**config.mk**
```make
export PLATFORM = sky130hd
export DESIGN_NAME = absr_dev_flat
export DESIGN_NICKNAME = d
export VERILOG_FILES = /design/src/design/absr_pkg.sv /design/src/design/absr_if.sv /design/src/design/absr_dev.sv /design/src/design/absr_skid.sv /design/src/flat_wrapper.sv
export VERILOG_INCLUDE_DIRS = /design/src /design/src/design
export SDC_FILE = /design/constraint.sdc
export NUM_CORES = 1
export LEC_CHECK = 0
export ABC_CLOCK_PERIOD_IN_PS = 6070
export BUFFER_PORTS_ARGS = -buffer_cell sky130_fd_sc_hd__buf_2
export CORE_UTILIZATION = 60
export CTS_CLUSTER_SIZE = 40
export DETAILED_ROUTE_END_ITERATION = 10
export PLACE_DENSITY_LB_ADDON = 0.1
export SLEW_MARGIN = 20
export SYNTH_ARGS = -nofsm -noshare
export SYNTH_HDL_FRONTEND = slang
export SYNTH_SLANG_ARGS = --single-unit
```
**constraint.sdc**
```tcl
create_clock -name core_clk_i -period 6.07 [get_ports core_clk_i]
set_input_delay 0.607 -clock core_clk_i [delete_from_list [all_inputs] [get_ports core_clk_i]]
set_output_delay 0.607 -clock core_clk_i [all_outputs]
set_load 0.02 [all_outputs]
```
**src/design/absr_regs.svh**
```systemverilog
// timing counts and fixed figures for the byte/serial result readout
`ifndef ABSR_REGS_SVH
`define ABSR_REGS_SVH
`define ABSR_NUM_CH        8
`define ABSR_RES_W         16
`define ABSR_BYTE_W        8
`define ABSR_BYTE_READS    16
`define ABSR_SER_BITS      16
`define ABSR_SER_TOTAL     128
`define ABSR_CLK_NS        5
`define ABSR_HOST_HALF_NS  24
`define ABSR_HOST_HALF_CYC \
  ((`ABSR_HOST_HALF_NS + `ABSR_CLK_NS - 1) / `ABSR_CLK_NS)
`endif

```
**src/design/absr_pkg.sv**
```systemverilog
// shared types for the byte/serial result readout
package absr_pkg;
  typedef logic [15:0] absr_word_t;
  typedef logic [7:0]  absr_byte_t;
  typedef enum logic [1:0] {
    ABSR_MODE_PAR,
    ABSR_MODE_BYTE,
    ABSR_MODE_SER
  } absr_mode_e;
endpackage

```
**src/design/absr_if.sv**
```systemverilog
// pins between the converter's readout port and its host
`timescale 1ns/100ps
interface absr_if;
  logic       interface_select;   // host drives high for byte/serial
  logic       byte_serial_select; // high byte mode, low serial mode
  logic       byte_order_select;  // byte mode: high sends upper first
  logic       cs_n;               // chip select, active low
  logic       rd_n;               // read strobe, active low
  logic       sclk;               // serial clock from host
  logic [7:0] low_byte_lines;     // device data, byte mode
  logic       low_byte_oe;        // device drives low_byte_lines
  logic       serial_out_a;       // serial data a
  logic       serial_out_b;       // serial data b
  logic       serial_oe;          // device drives serial outputs
  logic       first_channel_marker;
  logic       marker_oe;          // device drives marker
  modport dev (
    input  interface_select, byte_serial_select, byte_order_select,
    input  cs_n, rd_n, sclk,
    output low_byte_lines, low_byte_oe, serial_out_a, serial_out_b,
    output serial_oe, first_channel_marker, marker_oe
  );
  modport host (
    output interface_select, byte_serial_select, byte_order_select,
    output cs_n, rd_n, sclk,
    input  low_byte_lines, low_byte_oe, serial_out_a, serial_out_b,
    input  serial_oe, first_channel_marker, marker_oe
  );
endinterface

```
**src/design/absr_dev.sv**
```systemverilog
// converter end: byte-wide and serial result readout
`timescale 1ns/100ps
`include "absr_regs.svh"

//Contract
// - both selects high select byte readout
// - byte mode: result sent as two bytes
// - order pin high sends upper byte first
// - chip select fall enables low data lines
// - each read fall gives next byte, ascending
// - byte marker high two reads, then low
// - select high, byte-select low: serial readout
// - chip select high: serial outputs float
// - chip select fall drives top bit at once
// - later bits shift on rising serial clock
// - sixteen clocks per channel, ascending order
// - output a 1..8, output b 5..8,1..4
// - serial marker high until 16th falling clock
// - marker high interval marks channel 5 on b
// - single-output host supplies 128 clocks
// - read while busy gives previous results
// - results refresh when busy falls
module absr_dev
  import absr_pkg::*;
#(
  parameter int NCH = `ABSR_NUM_CH     // channel count
) (
  input  wire logic       core_clk_i,  // core clock
  input  wire logic       arst_n_i,    // async reset, active low
  absr_if.dev             lnk,         // pins toward the host
  input  wire logic       busy_i,      // conversion phase, high busy
  input  wire logic [NCH*16-1:0] result_i, // fresh results, ch1 low
  output absr_pkg::absr_mode_e mode_o  // decoded readout mode
);
  import absr_pkg::*;

  localparam int HALF = NCH / 2;

  // ==========================================================
  // pin synchronisers
  // ==========================================================
  logic [6:0] s1_r;
  logic [6:0] s2_r;
  logic [6:0] s3_r;
  always_ff @(posedge core_clk_i or negedge arst_n_i) begin
    if (!arst_n_i) begin
      s1_r <= 7'h0f;
      s2_r <= 7'h0f;
      s3_r <= 7'h0f;
    end else begin
      s1_r <= {lnk.interface_select, lnk.byte_serial_select,
               lnk.byte_order_select, 1'b1, lnk.cs_n, lnk.rd_n,
               lnk.sclk};
      s2_r <= s1_r;
      s3_r <= s2_r;
    end
  end
  logic sel_if, sel_bs, sel_ord, cs_n, rd_n, sck;
  logic cs_fall, rd_fall, sck_rise, sck_fall;
  assign {sel_if, sel_bs, sel_ord} = s2_r[6:4];
  assign cs_n     = s2_r[2];
  assign rd_n     = s2_r[1];
  assign sck      = s2_r[0];
  assign cs_fall  = s3_r[2] && !cs_n;
  assign rd_fall  = s3_r[1] && !rd_n && !cs_n;
  assign sck_rise = !s3_r[0] && sck && !cs_n;
  assign sck_fall = s3_r[0] && !sck && !cs_n;

  absr_mode_e mode;
  always_comb begin
    if (!sel_if) mode = ABSR_MODE_PAR;
    else if (sel_bs) mode = ABSR_MODE_BYTE;
    else mode = ABSR_MODE_SER;
  end

  // ==========================================================
  // result registers
  // ==========================================================
  logic [NCH*16-1:0] res_r;
  logic              busy_q_r;
  always_ff @(posedge core_clk_i or negedge arst_n_i) begin
    if (!arst_n_i) begin
      busy_q_r <= 1'b0;
      res_r    <= '0;
    end else begin
      busy_q_r <= busy_i;
      // only the busy fall loads, so reads during busy see old data
      if (busy_q_r && !busy_i) res_r <= result_i;
    end
  end

  function automatic absr_word_t word_of(input logic [3:0] ch);
    return res_r[ch*16 +: 16];
  endfunction

  function automatic logic bit_of(input logic [3:0] ch,
                                  input logic [3:0] b);
    return res_r[ch*16 + b];
  endfunction

  // ==========================================================
  // byte mode: words pass the buffer, split to bytes
  // ==========================================================
  logic [3:0] fetch_r;   // next channel to fetch
  logic [4:0] rdcnt_r;   // read falls seen this frame
  logic       half_r;    // second byte of head word
  absr_word_t head;
  logic       head_v;
  logic       pop;
  logic       buf_rdy;
  logic       push;
  assign push = (mode == ABSR_MODE_BYTE) && !cs_n && fetch_r < NCH;
  assign pop  = rd_fall && half_r && (mode == ABSR_MODE_BYTE);

  absr_skid #(.W(16)) u_buf (
    .core_clk_i (core_clk_i),
    .arst_n_i   (arst_n_i),
    .in_data_i  (word_of(fetch_r)),
    .in_valid_i (push),
    .in_ready_o (buf_rdy),
    .out_data_o (head),
    .out_valid_o(head_v),
    .out_ready_i(pop)
  );

  // ==========================================================
  // serial shifter
  // ==========================================================
  logic [3:0] sbit_r;  // bit index within word
  logic [3:0] sch_r;   // word index within frame
  logic [6:0] sfall_r; // falling clocks since frame start
  logic       sdone_r;

  function automatic logic [3:0] b_chan(input logic [3:0] k);
    return (k < HALF) ? 4'(k + HALF) : 4'(k - HALF);
  endfunction

  // ==========================================================
  // output flops
  // ==========================================================
  logic [7:0] db_r;
  logic       db_oe_r, sa_r, sb_r, ser_oe_r, mk_r, mk_oe_r;
  absr_mode_e mode_r;

  always_ff @(posedge core_clk_i or negedge arst_n_i) begin
    if (!arst_n_i) begin
      fetch_r <= 4'h0;
      rdcnt_r <= 5'h0;
      half_r  <= 1'b0;
      db_r    <= 8'h00;
      db_oe_r <= 1'b0;
    end else if (mode != ABSR_MODE_BYTE || cs_n) begin
      fetch_r <= 4'h0;
      rdcnt_r <= 5'h0;
      half_r  <= 1'b0;
      db_oe_r <= 1'b0;
    end else begin
      if (push && buf_rdy) fetch_r <= fetch_r + 4'h1;
      if (cs_fall) db_oe_r <= 1'b1;
      if (rd_fall && head_v) begin
        half_r  <= ~half_r;
        if (rdcnt_r != 5'h1f) rdcnt_r <= rdcnt_r + 5'h1;
        // order pin picks upper or lower byte first
        if (half_r ^ sel_ord) db_r <= head[15:8];
        else db_r <= head[7:0];
      end
    end
  end

  always_ff @(posedge core_clk_i or negedge arst_n_i) begin
    if (!arst_n_i) begin
      sbit_r   <= 4'h0;
      sch_r    <= 4'h0;
      sfall_r  <= 7'h0;
      sdone_r  <= 1'b0;
      sa_r     <= 1'b0;
      sb_r     <= 1'b0;
      ser_oe_r <= 1'b0;
    end else if (mode != ABSR_MODE_SER || cs_n) begin
      ser_oe_r <= 1'b0;
      // a word cut after its last bit, before the rise that advances
      // it, still counts as read; a word already advanced by that rise
      // or a finished frame must not advance a second time
      if (sbit_r == 4'hf) begin
        sch_r <= (sch_r >= 4'(NCH - 1)) ? 4'h0 : sch_r + 4'h1;
      end
      sbit_r  <= 4'h0;
      sfall_r <= 7'h0;
      sdone_r <= 1'b0;
    end else if (cs_fall) begin
      ser_oe_r <= 1'b1;
      sa_r <= bit_of(sch_r, 4'hf);
      sb_r <= bit_of(b_chan(sch_r), 4'hf);
    end else if (sck_rise && sfall_r != 7'h0 && !sdone_r) begin
      if (sbit_r == 4'hf) begin
        if (sch_r == NCH - 1) begin
          sdone_r <= 1'b1;
          sch_r   <= 4'h0;
        end else begin
          sch_r <= sch_r + 4'h1;
          sa_r  <= bit_of(sch_r + 4'h1, 4'hf);
          sb_r  <= bit_of(b_chan(sch_r + 4'h1), 4'hf);
        end
        sbit_r <= 4'h0;
      end else begin
        sbit_r <= sbit_r + 4'h1;
        sa_r <= bit_of(sch_r, 4'he - sbit_r);
        sb_r <= bit_of(b_chan(sch_r), 4'he - sbit_r);
      end
    end else if (sck_fall) begin
      if (sfall_r != 7'h7f) sfall_r <= sfall_r + 7'h1;
      if (sbit_r == 4'hf) sbit_r <= 4'hf;
    end
  end

  // rising clock after each word's 16th fall advances; a rise before the
  // frame's first falling clock is ignored since the top bit is already out
  always_ff @(posedge core_clk_i or negedge arst_n_i) begin
    if (!arst_n_i) begin
      mk_r    <= 1'b0;
      mk_oe_r <= 1'b0;
      mode_r  <= ABSR_MODE_PAR;
    end else begin
      mode_r <= mode;
      if (cs_n || mode == ABSR_MODE_PAR) begin
        mk_oe_r <= 1'b0;
        mk_r    <= 1'b0;
      end else if (mode == ABSR_MODE_BYTE) begin
        if (rd_fall && head_v) begin
          mk_oe_r <= 1'b1;
          mk_r    <= (rdcnt_r < 5'h2);
        end
      end else begin
        if (cs_fall) begin
          mk_oe_r <= 1'b1;
          mk_r    <= (sch_r == 4'h0);
        end else if (sck_fall && sbit_r == 4'hf) begin
          mk_r <= 1'b0;
        end
      end
    end
  end

  assign lnk.low_byte_lines       = db_r;
  assign lnk.low_byte_oe          = db_oe_r;
  assign lnk.serial_out_a         = sa_r;
  assign lnk.serial_out_b         = sb_r;
  assign lnk.serial_oe            = ser_oe_r;
  assign lnk.first_channel_marker = mk_r;
  assign lnk.marker_oe            = mk_oe_r;
  assign mode_o                   = mode_r;
endmodule // absr_dev

```
**src/design/absr_skid.sv**
```systemverilog
// two-entry buffer with valid/ready on both sides
`timescale 1ns/100ps
module absr_skid #(
  parameter int W = 16              // word width
) (
  input  wire logic         core_clk_i, // core clock
  input  wire logic         arst_n_i,   // async reset, active low
  input  wire logic [W-1:0] in_data_i,  // word in
  input  wire logic         in_valid_i, // word in valid
  output logic              in_ready_o, // room for a word
  output logic [W-1:0]      out_data_o, // head word
  output logic              out_valid_o,// head valid
  input  wire logic         out_ready_i // drain
);
  logic [W-1:0] mem_r [2];
  logic         wp_r;
  logic         rp_r;
  logic [1:0]   cnt_r;
  logic         push;
  logic         pop;

  assign push        = in_valid_i && in_ready_o;
  assign pop         = out_valid_o && out_ready_i;
  assign in_ready_o  = (cnt_r != 2'h2);
  assign out_valid_o = (cnt_r != 2'h0);
  assign out_data_o  = mem_r[rp_r];

  always_ff @(posedge core_clk_i) begin
    if (push) begin
      mem_r[wp_r] <= in_data_i;
    end
  end

  always_ff @(posedge core_clk_i or negedge arst_n_i) begin
    if (!arst_n_i) begin
      wp_r  <= 1'b0;
      rp_r  <= 1'b0;
      cnt_r <= 2'h0;
    end else begin
      if (push) wp_r <= ~wp_r;
      if (pop) rp_r <= ~rp_r;
      cnt_r <= cnt_r + {1'b0, push} - {1'b0, pop};
    end
  end
endmodule // absr_skid

```
**src/flat_wrapper.sv**
```systemverilog
// flat-port wrapper written by rule: the top's interface ports become plain ports
module absr_dev_flat import absr_pkg::*;
#(
  parameter int NCH = `ABSR_NUM_CH                     
)
  (core_clk_i, arst_n_i, busy_i, result_i, mode_o, lnk_interface_select, lnk_byte_serial_select, lnk_byte_order_select, lnk_cs_n, lnk_rd_n, lnk_sclk, lnk_low_byte_lines, lnk_low_byte_oe, lnk_serial_out_a, lnk_serial_out_b, lnk_serial_oe, lnk_first_channel_marker, lnk_marker_oe);
  absr_if lnk_i ();
  input  wire logic core_clk_i;
  input  wire logic arst_n_i;
  input  wire logic busy_i;
  input  wire logic [NCH*16-1:0] result_i;
  output absr_pkg::absr_mode_e mode_o;
  input wire logic [$bits(lnk_i.interface_select)-1:0] lnk_interface_select;
  input wire logic [$bits(lnk_i.byte_serial_select)-1:0] lnk_byte_serial_select;
  input wire logic [$bits(lnk_i.byte_order_select)-1:0] lnk_byte_order_select;
  input wire logic [$bits(lnk_i.cs_n)-1:0] lnk_cs_n;
  input wire logic [$bits(lnk_i.rd_n)-1:0] lnk_rd_n;
  input wire logic [$bits(lnk_i.sclk)-1:0] lnk_sclk;
  output wire logic [$bits(lnk_i.low_byte_lines)-1:0] lnk_low_byte_lines;
  output wire logic [$bits(lnk_i.low_byte_oe)-1:0] lnk_low_byte_oe;
  output wire logic [$bits(lnk_i.serial_out_a)-1:0] lnk_serial_out_a;
  output wire logic [$bits(lnk_i.serial_out_b)-1:0] lnk_serial_out_b;
  output wire logic [$bits(lnk_i.serial_oe)-1:0] lnk_serial_oe;
  output wire logic [$bits(lnk_i.first_channel_marker)-1:0] lnk_first_channel_marker;
  output wire logic [$bits(lnk_i.marker_oe)-1:0] lnk_marker_oe;
  assign lnk_i.interface_select = lnk_interface_select;
  assign lnk_i.byte_serial_select = lnk_byte_serial_select;
  assign lnk_i.byte_order_select = lnk_byte_order_select;
  assign lnk_i.cs_n = lnk_cs_n;
  assign lnk_i.rd_n = lnk_rd_n;
  assign lnk_i.sclk = lnk_sclk;
  assign lnk_low_byte_lines = lnk_i.low_byte_lines;
  assign lnk_low_byte_oe = lnk_i.low_byte_oe;
  assign lnk_serial_out_a = lnk_i.serial_out_a;
  assign lnk_serial_out_b = lnk_i.serial_out_b;
  assign lnk_serial_oe = lnk_i.serial_oe;
  assign lnk_first_channel_marker = lnk_i.first_channel_marker;
  assign lnk_marker_oe = lnk_i.marker_oe;
  absr_dev #(.NCH(NCH)) u_core (.core_clk_i(core_clk_i), .arst_n_i(arst_n_i), .lnk(lnk_i), .busy_i(busy_i), .result_i(result_i), .mode_o(mode_o));
endmodule
```
==> reports/metrics.yaml <==
port_buffers: 152
ys_types: 56
critical_path.max_fanout: 12
min_path_type: "in2reg"
relSlewSlack_pct: 32.47
num_io_pins: 153
instances_no_fill: 1126
htree_levels: 1
nNetsFinal: 1030
grt_pass1_vias: 7370
grt_pass1_wl_um: 39880
period_share_pct: 47.78
place.gp.congestion: 0.9016
cts_tree: "built"
cts_buffer_depth: 3
core-area_um2: 17540
cp-end-kind: "flip-flop"
dieHeight_um: 136.7
antenna_found_initial: 1
async_flop_share_pct: 85.59
swShare_pct: 25.15
syn_area_um2: 10890
p_per_area_nw_per_um2: 322.5
dp.final_hpwl_um: 18530
syn_avg_cell_area_um2: 14.70
via_count: 7050
clock_sinks: 222
post_cts_resized: 0
drt_wl_total_um: 25190
insertion_delay_ns: 0.51
ys.flop_type: "dfrtp_1"
syn_inst: 741
cts_buffers: 24
routedWlPerCell_um: 22.37
r2r_cells: 8
tns_ns: 0
cp-endpoint: "u_core.lnk.serial_out_a$_DFFE_PN0P_"
mostFrequentLayoutCell: "dfrtp_1"
synth_edf_count: 32
ys_ff_latch: 222
final_core_util_pct: 72.40
power.share.clock_pct: 38.8
r2r_slack_ns: 3.17
dieArea_um2: 18700
path_clk_slew_ns: 0.06
fmax_mhz: 344.8
maxSlewViolCount: 0
p_leak_nw: 5.271
p_total_mw: 4.095
post-cts-setup-buffers: 0
grt-ovfl-total: 0
area_growth_pct: 16.55
dp_slack_ns: 3.226
ys_warn_count: 0
track_usage_pct: 28.42
grt_max_degree: 89
worstSetupStartpoint: "u_core.sbit_r[0]$_DFFE_PN0P_"
ys_seq_area_share_pct: 52.57
crit_arrival_ns: 3.28
worstSetupPathType: "reg2reg"
worst_slack_ns: 3.170
r2r_end: "u_core.lnk.serial_out_a$_DFFE_PN0P_"
p_switching_mw: 1.030
most-common-layout-cells: "dfrtp_1, buf_2, mux2_2"
min_period_ns: 2.900
ir_worst_vdd_v: 0.0002716
fin_area_um2: 12700
drv_cap: 0
first_pass_iters: 5
hold_viol_final: 0
diodes: 0
synth_nets: 888
cts_root_buf: "clkbuf_16"
skew_ns: 0.006349
power_frac_comb_pct: 15.0
finalSetupViolations: 0
power_frac_seq_pct: 46.2
worst_pin_slew_ns: 1.006
drt_iter0_drc: 401
worstReg2RegStart: "u_core.sbit_r[0]$_DFFE_PN0P_"
drc_errors: 0
initial_core_util_pct: 62.11
viasPerCell: 6.261
whs_ns: 0.1910
p_int_mw: 3.065
fp.dieW_um: 136.7
antenna_left: 0
required_ns: 6.45
status: "complete, no violations"
dp_cells: 1081
drive_above_1_share_pct: 47.06
fp-row-count: 48
dpl_cell_area_um2: 11790
worst_setup_path_start_kind: "flip-flop"
rsz0062_at_grt: "no"
## state kept, by name (all words and copies together) (netlist names), 4 cells and up
signal	count
u_core.sbit_r	4
u_core.s2_r	6
u_core.s1_r	6
u_core.res_r	128
u_core.sfall_r	7
u_core.u_buf.mem_r	32
u_core.fetch_r	4
u_core.rdcnt_r	5
u_core.sch_r	4
u_core.lnk.low_byte_lines	8
## area by class of cell
| cell class | count | area (um^2) |
|---|---|---|
| Fill cell | 1182 | 4841 |
| Tap cell | 225 | 281.5 |
| Timing Repair Buffer | 163 | 855.8 |
| Inverter | 9 | 33.78 |
| Multi-Input combinational cell | 463 | 4903 |
| Sequential cell | 222 | 5731 |
| Clock inverter | 12 | 167.7 |
| Clock buffer | 32 | 723.2 |
## timing repair
action	in CTS	in global routing
hold buffers	1	0
endpoints found under the hold margin	30	0
setup endpoints to repair	0	0
## worst min path at each step
stage | start | endpoint | cells past startpoint | slack, ns
2_1_floorplan | arst_n_i | u_core.busy_q_r$_DFF_PN0_ | 0 | 0.31
3_3_place_gp | u_core.s1_r[5]$_DFF_PN0_ | u_core.s2_r[5]$_DFF_PN0_ | 0 | 0.34
3_5_place_dp | u_core.s1_r[4]$_DFF_PN0_ | u_core.s2_r[4]$_DFF_PN0_ | 0 | 0.34
4_1_cts | lnk_sclk | u_core.s1_r[0]$_DFF_PN1_ | 1 | 0.18
5_1_grt | lnk_rd_n | u_core.s1_r[1]$_DFF_PN1_ | 1 | 0.18
6_report | lnk_sclk | u_core.s1_r[0]$_DFF_PN1_ | 1 | 0.19
## cells in the mapped netlist (all sizes together), types with 2 or more instances
master | instances | area, um^2
nor2b | 5 | 31.28
nor2 | 61 | 229.0
a41oi | 2 | 17.52
o22ai | 2 | 12.51
nor3 | 9 | 45.04
or3 | 3 | 18.77
edfxtp | 32 | 960.9
dfrtp | 181 | 4529
a32o | 2 | 20.02
nand2 | 32 | 120.1
ha | 10 | 125.1
xnor2 | 9 | 78.83
nand3 | 9 | 45.04
nor4 | 2 | 12.51
mux2i | 27 | 270.3
and2 | 3 | 18.77
clkbuf | 24 | 90.09
a311oi | 3 | 32.53
xor2 | 13 | 132.6
buf | 23 | 146.4
o21ai | 6 | 33.78
inv | 9 | 33.78
mux4 | 74 | 1723
a32oi | 2 | 17.52
a31oi | 5 | 31.28
mux2 | 140 | 1577
nand4 | 5 | 31.28
a21oi | 13 | 65.06
and3 | 2 | 12.51
or2 | 3 | 18.77
nand2b | 6 | 37.54
dfstp | 9 | 236.5
## power groups by stage
| stage | clock [mW] | combinational, mW | sequential [mW] |
|---|---|---|---|
| after floorplan | 0 | 0.399 | 1.86 |
| after global placement | 0 | 0.593 | 1.91 |
| after detailed placement | 0 | 0.613 | 1.92 |
| after CTS | 1.62 | 0.618 | 1.89 |
| after global routing | 1.67 | 0.664 | 1.92 |
| final | 1.59 | 0.613 | 1.89 |
## worst max-delay path: stages (launching register included)
cell,delay [ns]
dfrtp_1,0.39
ha_1,0.32
xnor2_1,0.85
nor2_1,0.20
a221o_1,0.36
a31oi_1,0.16
a31oi_1,0.08
a311oi_1,0.29
a31oi_1,0.12
## cells by family after synthesis
family	after synthesis	synth area share [%]
buffers and inverters	56	2.481
DFF	222	52.57
adders and majority gates	10	1.149
xor gates and xnor gates	22	1.941
AOI/OAI and AO/OA	46	3.078
and+or+nand+nor	144	6.007
muxes	241	32.77
## layer usage
metal	GRT usage, %	vias up	share of wire [%]
li1	-	3093	-
met1	37.00	3584	40
met2	46.98	301	49
met3	6.148	70	7.0
met4	10.62	2	4.0
met5	0	-	0.052
Note: power is estimated with default switching activity, not from simulation.
